<file path="config.mk">
export PLATFORM = sky130hd
export DESIGN_NAME = pt_timer
export DESIGN_NICKNAME = d
export VERILOG_FILES = /design/src/shared/pt_pkg.sv /design/src/design/pt_timer.sv
export VERILOG_INCLUDE_DIRS = /design/src /design/src/shared
export SDC_FILE = /design/constraint.sdc
export NUM_CORES = 1
export LEC_CHECK = 0
export BUFFER_PORTS_ARGS = -buffer_cell sky130_fd_sc_hd__buf_2
export CAP_MARGIN = 5
export CORE_ASPECT_RATIO = 0.75
export CORE_MARGIN = 3
export CORE_UTILIZATION = 41
export DETAILED_ROUTE_END_ITERATION = 7
export HOLD_SLACK_MARGIN = 0.05
export SLEW_MARGIN = 20
export SYNTH_ARGS = -nofsm -noshare
export SYNTH_HDL_FRONTEND = slang
export SYNTH_SLANG_ARGS = --single-unit
</file>
<file path="constraint.sdc">
create_clock -name clk_sys -period 8.6 [get_ports clk_sys]
set_input_delay 0.43 -clock clk_sys [delete_from_list [all_inputs] [get_ports clk_sys]]
set_output_delay 0.43 -clock clk_sys [all_outputs]
set_load 0.1 [all_outputs]
</file>
<file path="src/shared/pt_params.svh">
// constants for the prescaled 16-bit count block
//
// Summary of operation
// - The block holds a 16-bit count that software can read and write as two bytes.
// - The upper eight count bits form one byte register and the lower eight form another.
// - An 8-bit software-programmable prescaler sits ahead of the count, giving up to 24 bits of range.
// - Software chooses whether the count runs from the instruction-cycle clock or the input pin.
// - Source-select bit 5 at one picks the instruction cycle, at zero picks the pin.
// - With the pin selected and edge-select bit 6 at one, rising pin edges count and set the edge flag.
// - Edge-select chooses the pin edge that counts and sets the edge flag; with the internal source in use it still picks the flag edge.
// - Prescale bits 4-1 give 1:1 doubling up to 1:128 for codes 0000-0111, and 1:256 for any 1xxx.
// - The control register decodes at data address 05h regardless of bank selection.
// - With the pin selected and edge-select at zero, falling pin edges count and set the edge flag.
// - Overflow of the 16-bit count raises the overflow flag.
`ifndef PT_PARAMS_SVH
`define PT_PARAMS_SVH

// ==========================================
// addresses
`define PT_ADDR_CONTROL   8'h05
`define PT_ADDR_COUNT_LO  8'h0b
`define PT_ADDR_COUNT_HI  8'h0c

// ==========================================
// control register fields and reset
`define PT_BIT_EXT_IRQ_EDGE 7
`define PT_BIT_EDGE_SEL     6
`define PT_BIT_SRC_SEL      5
`define PT_PS_MSB           4
`define PT_PS_LSB           1
`define PT_CONTROL_RESET    8'h00
`define PT_CONTROL_WMASK    8'hfe
`define PT_COUNT_RESET      16'h0000

// ==========================================
// timing
`define PT_CLK_PERIOD_NS    10

`endif

</file>
<file path="src/shared/pt_pkg.sv">
// types shared by the prescaled 16-bit count block
package pt_pkg;

	// data-bus access from the core
	typedef struct packed {
		logic       wr;
		logic       rd;
		logic [7:0] addr;
		logic [7:0] wdata;
	} pt_bus_s;

	// count source
	typedef enum logic [0:0] {
		PT_SRC_PIN  = 1'b0,
		PT_SRC_CYCLE = 1'b1
	} pt_src_e;

endpackage : pt_pkg

</file>
<file path="src/design/pt_timer.sv">
// prescaled 16-bit timer/counter with its control and count registers
`timescale 1ns/10ps
`include "pt_params.svh"

module pt_timer #(
	parameter int PS_BITS = 8
) (
	// clock and reset
	input  wire logic           clk_sys,
	input  wire logic           rst_n,
	// register access
	input  wire pt_pkg::pt_bus_s bus,
	output      logic [7:0]     rdata,
	// external count pin
	input  wire logic           count_input_pin,
	// events and status
	output      logic           external_edge_flag,
	output      logic           overflow_flag,
	output      logic           ext_irq_edge_select
);

	// ==========================================
	// elaboration check
	if (PS_BITS != 8) begin : g_bad_ps
		$error("prescaler must be eight bits wide");
	end

	// ==========================================
	// state
	logic [7:0]         count_control;
	logic [15:0]        main_count;
	logic [PS_BITS-1:0] prescaler;
	logic               pin_s1;
	logic               pin_s2;
	logic               pin_s3;

	// ==========================================
	// decode
	wire logic       sel_ctrl = bus.addr == `PT_ADDR_CONTROL;
	wire logic       sel_lo   = bus.addr == `PT_ADDR_COUNT_LO;
	wire logic       sel_hi   = bus.addr == `PT_ADDR_COUNT_HI;
	wire logic       wr_ctrl  = bus.wr && sel_ctrl;
	wire logic       wr_lo    = bus.wr && sel_lo;
	wire logic       wr_hi    = bus.wr && sel_hi;
	wire pt_pkg::pt_src_e src = pt_pkg::pt_src_e'(count_control[`PT_BIT_SRC_SEL]);
	wire logic       edge_sel = count_control[`PT_BIT_EDGE_SEL];
	wire logic [3:0] ps_code  = count_control[`PT_PS_MSB:`PT_PS_LSB];

	// edge detection looks only at the second and third stages
	wire logic rise     = pin_s2 && !pin_s3;
	wire logic fall     = !pin_s2 && pin_s3;
	wire logic pin_edge = edge_sel ? rise : fall;

	// source picks the tick; edge select is ignored on the cycle clock
	wire logic tick = (src == pt_pkg::PT_SRC_CYCLE) ? 1'b1 : pin_edge;

	// divide ratio 2^code, any code with top bit set gives 256
	function automatic logic [PS_BITS-1:0] ps_limit(input logic [3:0] code);
		logic [8:0] full;
		full = 9'h001 << (code[3] ? 4'h8 : {1'b0, code[2:0]});
		ps_limit = PS_BITS'(full - 9'h001);
	endfunction : ps_limit

	wire logic [PS_BITS-1:0] limit   = ps_limit(ps_code);
	wire logic               ps_out  = tick && (prescaler >= limit);
	wire logic [16:0]        sum     = {1'b0, main_count} + 17'h00001;
	wire logic               ovf     = ps_out && sum[16];

	wire logic [7:0] next_rdata = sel_ctrl ? {count_control[7:1], 1'b0} :
	                              sel_lo   ? main_count[7:0] :
	                              sel_hi   ? main_count[15:8] : 8'h00;

	// ==========================================
	// pin synchroniser
	always_ff @(posedge clk_sys) begin
		if (!rst_n) begin
			pin_s1 <= 1'b0;
			pin_s2 <= 1'b0;
			pin_s3 <= 1'b0;
		end else begin
			pin_s1 <= count_input_pin;
			pin_s2 <= pin_s1;
			pin_s3 <= pin_s2;
		end
	end

	// ==========================================
	// control register
	always_ff @(posedge clk_sys) begin
		if (!rst_n) begin
			count_control <= `PT_CONTROL_RESET;
		end else if (wr_ctrl) begin
			count_control <= bus.wdata & `PT_CONTROL_WMASK;
		end
	end

	// ==========================================
	// prescaler; a control write restarts it so the new ratio takes clean effect
	always_ff @(posedge clk_sys) begin
		if (!rst_n || wr_ctrl) begin
			prescaler <= '0;
		end else if (ps_out) begin
			prescaler <= '0;
		end else if (tick) begin
			prescaler <= prescaler + PS_BITS'(1);
		end
	end

	// ==========================================
	// count; a byte write wins over a tick in the same cycle
	always_ff @(posedge clk_sys) begin
		if (!rst_n) begin
			main_count <= `PT_COUNT_RESET;
		end else if (wr_lo) begin
			main_count[7:0] <= bus.wdata;
		end else if (wr_hi) begin
			main_count[15:8] <= bus.wdata;
		end else if (ps_out) begin
			main_count <= sum[15:0];
		end
	end

	// ==========================================
	// outputs: registered read data, the irq edge level and one-cycle event pulses, flag storage lives in the core
	always_ff @(posedge clk_sys) begin
		if (!rst_n) begin
			rdata               <= 8'h00;
			external_edge_flag  <= 1'b0;
			overflow_flag       <= 1'b0;
			ext_irq_edge_select <= 1'b0;
		end else begin
			rdata               <= bus.rd ? next_rdata : 8'h00;
			external_edge_flag  <= pin_edge;
			overflow_flag       <= ovf && !(wr_lo || wr_hi);
			ext_irq_edge_select <= count_control[`PT_BIT_EXT_IRQ_EDGE];
		end
	end

	// ==========================================
	// ratio reference: the prescale table written out, kept apart from ps_limit
	// so that a slip in the shift arithmetic cannot hide behind itself
	function automatic logic [8:0] ratio_of(input logic [3:0] code);
		case (code)
			4'h0: ratio_of = 9'h001;
			4'h1: ratio_of = 9'h002;
			4'h2: ratio_of = 9'h004;
			4'h3: ratio_of = 9'h008;
			4'h4: ratio_of = 9'h010;
			4'h5: ratio_of = 9'h020;
			4'h6: ratio_of = 9'h040;
			4'h7: ratio_of = 9'h080;
			default: ratio_of = 9'h100;
		endcase
	endfunction : ratio_of

	logic [8:0]       chk_ticks;
	wire  logic [8:0] chk_next = chk_ticks + 9'h001;

	// ticks seen since the last prescaler pulse or control write
	always_ff @(posedge clk_sys) begin
		if (!rst_n || wr_ctrl || ps_out) begin
			chk_ticks <= 9'h000;
		end else if (tick) begin
			chk_ticks <= chk_next;
		end
	end
endmodule : pt_timer

</file>
==> results.md, run 1 <==
- Critical Path RT: 8.84 ns
- Max Used Layer: met4
- Metal-1 WL: 3.25 mm
- Sequential share of power: 56.3%
- Fillcell total: 550
- Number of synthesized flops with an enable pin: 0
- Mapped Area: 2450 um^2
- Async SR Flop Fraction: 0%
- Max Cap Viol: 0
- # port buffers: 31
- Hold Path End: pin_s1$_SDFF_PN0_
- Share of cells above drive strength 1: 15.3%
- Fin crit period: 3.21 ns
- Post-Synthesis Cells: 289
- Power Dens Cells: 137 nW/um^2
- Io pins: 32
- Post-cts hold buffer count: 0
- Reg2Reg Launch Point: count_control[4]$_SDFFE_PN0P_
- Switching Share: 24.6%
- Worst path slowest cell: or4_1
- CTS Root Buffer Type: clkbuf_8
- DRC Markers: 0
- DR WL met3: 721 um
- Least-Margin Pin Slew: 0.679 ns
- Drt via density: 5.96
- Fin nets: 344
- Worst stage delay on the critical path: 0.54 ns
- Post-Syn Nets: 321
- Final period util: 37.4%
- Startpoint Class: flop
- Antenna Cells: 0
- Die ar.: 6960 um^2
- Synth Area in Simple Gates: 28.4%
- P&R area growth vs syn: 11.2%
- Hold depth: 2
- Vias in the first global route: 2,027
- Maximum vdd drop: 83.9 uV
- Worst clock skew: 0.0103 ns
- HP Start: count_input_pin
- Synth Flop Type: dfxtp_1
- Gr usage total: 20.0%
- Yosys reg bits: 45
- Setup_tns: 0 ns
- Synth top area share: 36.7%
- Synth warnings: 0
- Rel. slew slack: 54.7%
- Final Hold Fails: 0
- Largest net degree at the start of global routing: 23
- Worst r2r dst: main_count[7]$_SDFFE_PN0P_
- Yosys cell types: 57
- Core Area: 5550 um^2
- Initial Util: 44.2%
- Drt pass-1 iters: 4
- Die H: 73.0 um
- Pleak: 0.953 nW
- Critical Path Fanout Max: 9
- Comb pwr share: 5.9%
- Seq/Total Area, Yosys: 36.7%
- Adder-Cell Fraction of Synth Area: 5.61%
- # clock sinks: 45
- Cell taking the most area after synthesis: dfxtp_1
- Rows: 23
- R2R cell count: 13
- RSZ-0062 raised after global routing: false
- FMAX: 311 MHz
- Initial antenna violation count: 0
- Final-report setup violation count: 0
- Max Buffers Root-to-Sink: 2
- Fin. max-slew vios: 0
- Reg2reg setup slack: 5.39 ns
- Tot Pwr: 0.374 mW
- Compound-Gate Fraction of Synth Area: 21.5%
- Avg WL per Cell: 17.1 um
- Grt ovf: 0
- Worst setup EP type: flop
- Outcome: completed
- DP Wirelength: 4.89 mm
- Postcts setup bufs: 0
- CTS tree: built
- Vias: 2,312
- Main combinational cell family by area after synthesis: simple AND/OR/NAND/NOR gates
- Antenna-violating nets left: 0
- Clk_lat worst skew: 0.31 ns
- Net switching power: 0.0922 mW
- Syn_area_per_cell: 8.49 um^2
- Die X: 95.3 um
- CP arrival: 3.45 ns
- Num CTS Buffers: 5
- Post-cts sizing count: 0
- P_int: 0.282 mW
- Mux contribution to synthesized area: 0%
- First-pass GRT wire length: 10.5 mm
- Crit Path Category: reg -> reg
- DRT iter0 DRCs: 159
- Drt total wl: 6.63 mm
- Clk pwr share: 37.8%
- Final GP Congestion: 0.896
- CP cell instances: nor3_1 -> nand2b_1 -> ha_1 -> nor3_1 -> a21o_1 -> a32oi_1 -> ha_1 -> and4_1 -> o21ai_1 -> o211ai_2 -> nand3_4 -> or4_1 -> a31oi_1
- Clock-pin slew of the registers on the worst-case setup and hold paths: 0.09 ns
- Synth top area cells: dfxtp_1 (37%), ha_1 (5.6%), nand2_1 (5.2%), a21oi_1 (4.1%), nor2_1 (3.7%)
- H-Tree Depth: 2
- Xor/xnor share of the synthesized area: 4.28%
- Met2 wire length: 2.51 mm
- Hold Crit Class: in -> reg
[layout by cell type, fill, tap and decap left out, types with 2 or more instances in the layout]
master / Yosys / final
a221oi_1: 2 / 2
ha_1: 11 / 11
o211a_1: 3 / 3
nor3_1: 9 / 9
a21oi_1: 20 / 20
o32ai_1: 4 / 4
and4b_1: 2 / 2
and2_1: 5 / 5
clkbuf_8: 0 / 6
nor2_1: 24 / 24
xnor2_1: 7 / 7
o21ai_0: 13 / 13
o21a_1: 2 / 2
nor4_1: 3 / 3
and4_1: 3 / 3
o31ai_1: 2 / 2
nand4_1: 11 / 11
dfxtp_1: 45 / 45
nand2b_1: 2 / 2
or4_1: 2 / 2
nand3_1: 13 / 13
a31oi_1: 6 / 6
nor2b_1: 3 / 3
or3_1: 2 / 2
and3_1: 4 / 4
nand2_1: 34 / 34
a222oi_1: 3 / 3
inv_1: 4 / 4
buf_2: 3 / 31
xor2_1: 5 / 5
a22oi_1: 7 / 7
[worst max path at each step]
stage	endpoint	depth (start not counted)	startpoint	slack (ns)
5_1_grt	main_count[7]$_SDFFE_PN0P_	13	count_control[4]$_SDFFE_PN0P_	5.14
2_1_floorplan	main_count[5]$_SDFFE_PN0P_	14	count_control[4]$_SDFFE_PN0P_	5.64
3_5_place_dp	main_count[7]$_SDFFE_PN0P_	13	count_control[4]$_SDFFE_PN0P_	5.43
4_1_cts	main_count[7]$_SDFFE_PN0P_	13	count_control[4]$_SDFFE_PN0P_	5.39
3_3_place_gp	main_count[5]$_SDFFE_PN0P_	13	count_control[4]$_SDFFE_PN0P_	5.53
6_report	main_count[7]$_SDFFE_PN0P_	13	count_control[4]$_SDFFE_PN0P_	5.39
[state kept, by name, summed over array words and instances, names as in the netlist]
signal / flops
count_control: 7
ext_irq_edge_select: 1
external_edge_flag: 1
main_count: 16
overflow_flag: 1
pin_s1: 1
pin_s2: 1
pin_s3: 1
prescaler: 8
rdata: 8
[per-layer routing]
layer  GRT usage, %  vias to the layer above
li1               -                     1135
met1           29.7                     1054
met2           25.8                      109
met3           5.77                       14
met4           9.92                        0
met5              0                        -
[synthesized netlist by cell type, types with 6 or more instances]
| master | instances |
|---|---|
| a22oi_1 | 7 |
| ha_1 | 11 |
| nand3_1 | 13 |
| nor3_1 | 9 |
| nand2_1 | 34 |
| nand4_1 | 11 |
| xnor2_1 | 7 |
| clkbuf_1 | 9 |
| o21ai_0 | 13 |
| a31oi_1 | 6 |
| a21oi_1 | 20 |
| nor2_1 | 24 |
| dfxtp_1 | 45 |
[through the flow]
stage	setup slack [ns]	util, %	area, um^2	std cells	hold WS (ns)
2_1_floorplan	5.64	-	2450	289	0.412
6_report	5.39	49.1	2730	388	0.331
5_1_grt	5.14	49.1	2730	388	0.336
3_5_place_dp	5.43	47.4	2630	380	0.426
4_1_cts	5.39	49.1	2730	388	0.324
3_3_place_gp	5.53	47.4	2630	380	0.420
[kinds of logic (layout without fill, tap and decap cells)]
logic type	Yosys count	after routing
AO/OA/AOI/OAI	76	76
XOR/XNOR	12	12
adder cells (fa/ha/maj)	11	11
buffers and inverters	19	43
flip-flops	45	45
AND/OR/NAND/NOR	126	126
[layout make-up]
cell class | instances | area [um^2] | area share (%)
multi-input cells | 225 | 1470 | 53.8
flip-flops and latches | 45 | 901 | 33.0
repair buffers | 31 | 155 | 5.69
well taps | 75 | 93.8 | 3.44
clock buffers | 6 | 82.6 | 3.03
inverters | 4 | 15.0 | 0.550
clock inverters | 2 | 13.8 | 0.505
[power groups by stage]
| stage | logic (mW) | registers (mW) | clock network [mW] |
|---|---|---|---|
| detailed placement | 0.0219 | 0.215 | 0 |
| global placement | 0.0219 | 0.215 | 0 |
| finish | 0.0222 | 0.211 | 0.141 |
| floorplan | 0.0107 | 0.216 | 0 |
| CTS | 0.0219 | 0.210 | 0.146 |
| global route | 0.0239 | 0.211 | 0.153 |
[critical path: cells and delay by family, from the launching register on]
kind	cells	cell delay [ns]
AOI/OAI and AO/OA	5	0.78
and+or+nand+nor	6	1.43
adders and majority gates	2	0.55
DFF	1	0.39
Power figures use the tool's default switching activity.
==> inputs of run 2 (changes only) <==
Clock period 8.6 ns to 2.9 ns, I/O delays scaled along.
==> results.md, run 2 (same netlist as run 1, synthesis figures left out) <==
- CTS tree: built
- Antenna-violating nets left: 0 (unchanged)
- Max Buffers Root-to-Sink: 2 (unchanged)
- Power Dens Cells: 410 nW/um^2 (+200%)
- Vias: 2,446 (+5.8%)
- DP Wirelength: 5.02 mm (+2.8%)
- Drt total wl: 7.17 mm (+8.1%)
- Gr busiest metal: met1
- Commonest cells after routing, fill and taps aside: dfxtp_1 (44), nand2_1 (33), buf_2 (31)
- Final setup margin: -0.000755 ns (-5.39 ns)
- Hold Crit Class: in -> reg
- Critical Path RT: 3.14 ns (-5.70 ns)
- Worst setup EP type: flop
- Final period util: 100% (+63 points)
- FMAX: 345 MHz (+11%)
- Die H: 73.0 um (unchanged)
- Pleak: 1.04 nW (+8.7%)
- # clock sinks: 45 (unchanged)
- Largest net degree at the start of global routing: 23 (unchanged)
- Core Area: 5550 um^2 (unchanged)
- Initial Util: 44.2% (unchanged)
- Gr usage total: 21.2% (+1.2 points)
- Max Cap Viol: 0 (unchanged)
- Num CTS Buffers: 5 (unchanged)
- Met1 GRT Util: 32.3% (+2.6 points)
- Fillcell total: 521 (-5.3%)
- Max FFs per register: 16 (unchanged)
- Maximum vdd drop: 214 uV (+160%)
- Tot Pwr: 1.20 mW (+220%)
- Net switching power: 0.274 mW (+200%)
- Fin nets: 357 (+3.8%)
- First-pass GRT wire length: 11.2 mm (+7.1%)
- Largest reg by FF count: main_count
- Vias in the first global route: 2,181 (+7.6%)
- Worst path slowest cell: or4_1
- P_int: 0.928 mW (+230%)
- Rel. slew slack: 54.0% (-0.61 points)
- Clock-pin slew of the registers on the worst-case setup and hold paths: 0.09 ns (about the same)
- DRT iter0 DRCs: 200 (+26%)
- H-Tree Depth: 2 (unchanged)
- Leading cell type in the layout, fill and taps excluded: dfxtp_1
- Clk pwr share: 42.0% (+4.2 points)
- CTS Root Buffer Type: clkbuf_8
- CP cell instances: nor3_2 -> nand2b_1 -> ha_4 -> nor3_4 -> a21o_1 -> a32oi_1 -> ha_1 -> and4_1 -> o21ai_2 -> o211ai_2 -> nand3_4 -> or4_1 -> a31oi_1
- Grt ovf: 0 (unchanged)
- Reg2reg setup slack: -0.0008 ns (-5.39 ns)
- Switching Share: 22.8% (-1.8 points)
- RSZ-0062 raised after global routing: true
- Antenna Cells: 0 (unchanged)
- GR Util met2: 26.8% (+1.0 points)
- Die ar.: 6960 um^2 (unchanged)
- Final Hold Fails: 0 (unchanged)
- Setup_tns: -0.000755 ns (-0.000755 ns)
- Share of cells above drive strength 1: 22.1% (+6.8 points)
- Critical Path Fanout Max: 3 (-6)
- Biggest registers after layout: main_count x16, prescaler x8, rdata x8
- Outcome: finished, violations left
- Die X: 95.3 um (unchanged)
- Final-report setup violation count: 1 (+1)
- Hold depth: 3 (+1)
- P&R area growth vs syn: 19.5%
- # port buffers: 31 (unchanged)
- HP Start: bus[7]
- Met3 Use GR: 6.91% (+1.1 points)
- Comb pwr share: 6.0% (about the same)
- Final GP Congestion: 0.930 (+3.7%)
- Avg WL per Cell: 17.9 um (+4.6%)
- Drt via density: 6.10 (+2.4%)
- R2R cell count: 13 (unchanged)
- Worst r2r dst: main_count[5]$_SDFFE_PN0P_
- Fin. max-slew vios: 0 (unchanged)
- Least-Margin Pin Slew: 0.688 ns (+0.00918 ns)
- Worst stage delay on the critical path: 0.51 ns (-0.03 ns)
- Fin crit period: 2.90 ns (-0.314 ns)
- Crit Path Category: reg -> reg
- Startpoint Class: flop
- Hold Path End: count_control[7]$_SDFFE_PN0P_
- Drt pass-1 iters: 6 (+2)
- Io pins: 32 (unchanged)
- Worst clock skew: 0.00818 ns (-0.00214 ns)
- Initial antenna violation count: 1 (+1)
- Pre-CTS WS: 0.00736 ns (-5.42 ns)
- Sequential share of power: 51.9% (-4.4 points)
- Clk_lat worst skew: 0.31 ns (about the same)
- Failing checks: negative setup slack
- CP arrival: 3.14 ns (-0.31 ns)
- DRC Markers: 0 (unchanged)
- Reg2Reg Launch Point: count_control[3]$_SDFFE_PN0P_
- Rows: 23 (unchanged)
## run 2: what timing repair did
action / CTS / global route
hold buffers: 1 / 0
gates resized for setup: 0 / 16
pin swaps: 1 / 16
setup endpoints to repair: 2 / 24
setup buffers: 0 / 4
endpoints found under the hold margin: 1 / 0
## run 2: how the worst max path moves through the flow
| stage | from | to | slack (ns) | cells after the start |
|---|---|---|---|---|
| 2_1_floorplan | count_control[4]$_SDFFE_PN0P_ | main_count[5]$_SDFFE_PN0P_ | 0.01 | 14 |
| 3_3_place_gp | count_control[4]$_SDFFE_PN0P_ | main_count[10]$_SDFFE_PN0P_ | 0.1 | 13 |
| 3_5_place_dp | count_control[4]$_SDFFE_PN0P_ | main_count[10]$_SDFFE_PN0P_ | 0.007 | 13 |
| 4_1_cts | count_control[4]$_SDFFE_PN0P_ | main_count[10]$_SDFFE_PN0P_ | 0.01 | 13 |
| 5_1_grt | count_control[3]$_SDFFE_PN0P_ | main_count[5]$_SDFFE_PN0P_ | -0.14 | 13 |
| 6_report | count_control[3]$_SDFFE_PN0P_ | main_count[5]$_SDFFE_PN0P_ | -0.0008 | 13 |
## run 2: through the flow
stage          util (%)  cells  hold WS (ns)  cell area [um^2]
6_report           52.8    401         0.126              2930
2_1_floorplan         -    289         0.272              2460
3_5_place_dp       48.6    388         0.357              2700
3_3_place_gp       48.6    388         0.357              2700
5_1_grt            52.8    401         0.129              2930
4_1_cts            50.9    397         0.121              2830
## run 2: worst max-delay path, delay by kind of cell (launching register included)
kind                     cells  cell delay [ns]
flip-flops                   1             0.33
AND/OR/NAND/NOR              6             1.25
adder cells (fa/ha/maj)      2             0.52
AO/OA/AOI/OAI                5             0.74
## run 2: final cells by class
type	instances	area [um^2]	share of cell area, %
Multi-Input combinational cell	225	1550	52.7
Sequential cell	45	902	30.8
Timing Repair Buffer	44	259	8.83
Tap cell	75	93.8	3.20
Clock buffer	7	86.3	2.94
Clock inverter	1	30.0	1.02
Inverter	4	15.0	0.512
## run 2: power by group through the flow
stage	sequential, mW	clock (mW)	combinational, mW
global placement	0.638	0	0.0671
detailed placement	0.639	0	0.0664
floorplan	0.639	0	0.0320
finish	0.624	0.505	0.0726
CTS	0.624	0.513	0.0679
global route	0.625	0.541	0.0790
## run 2: metal layers
| metal | up-vias | share of wire [%] |
|---|---|---|
| li1 | 1162 | - |
| met1 | 1140 | 49 |
| met2 | 129 | 40 |
| met3 | 13 | 9.3 |
| met4 | 2 | 1.6 |
| met5 | - | 0.25 |
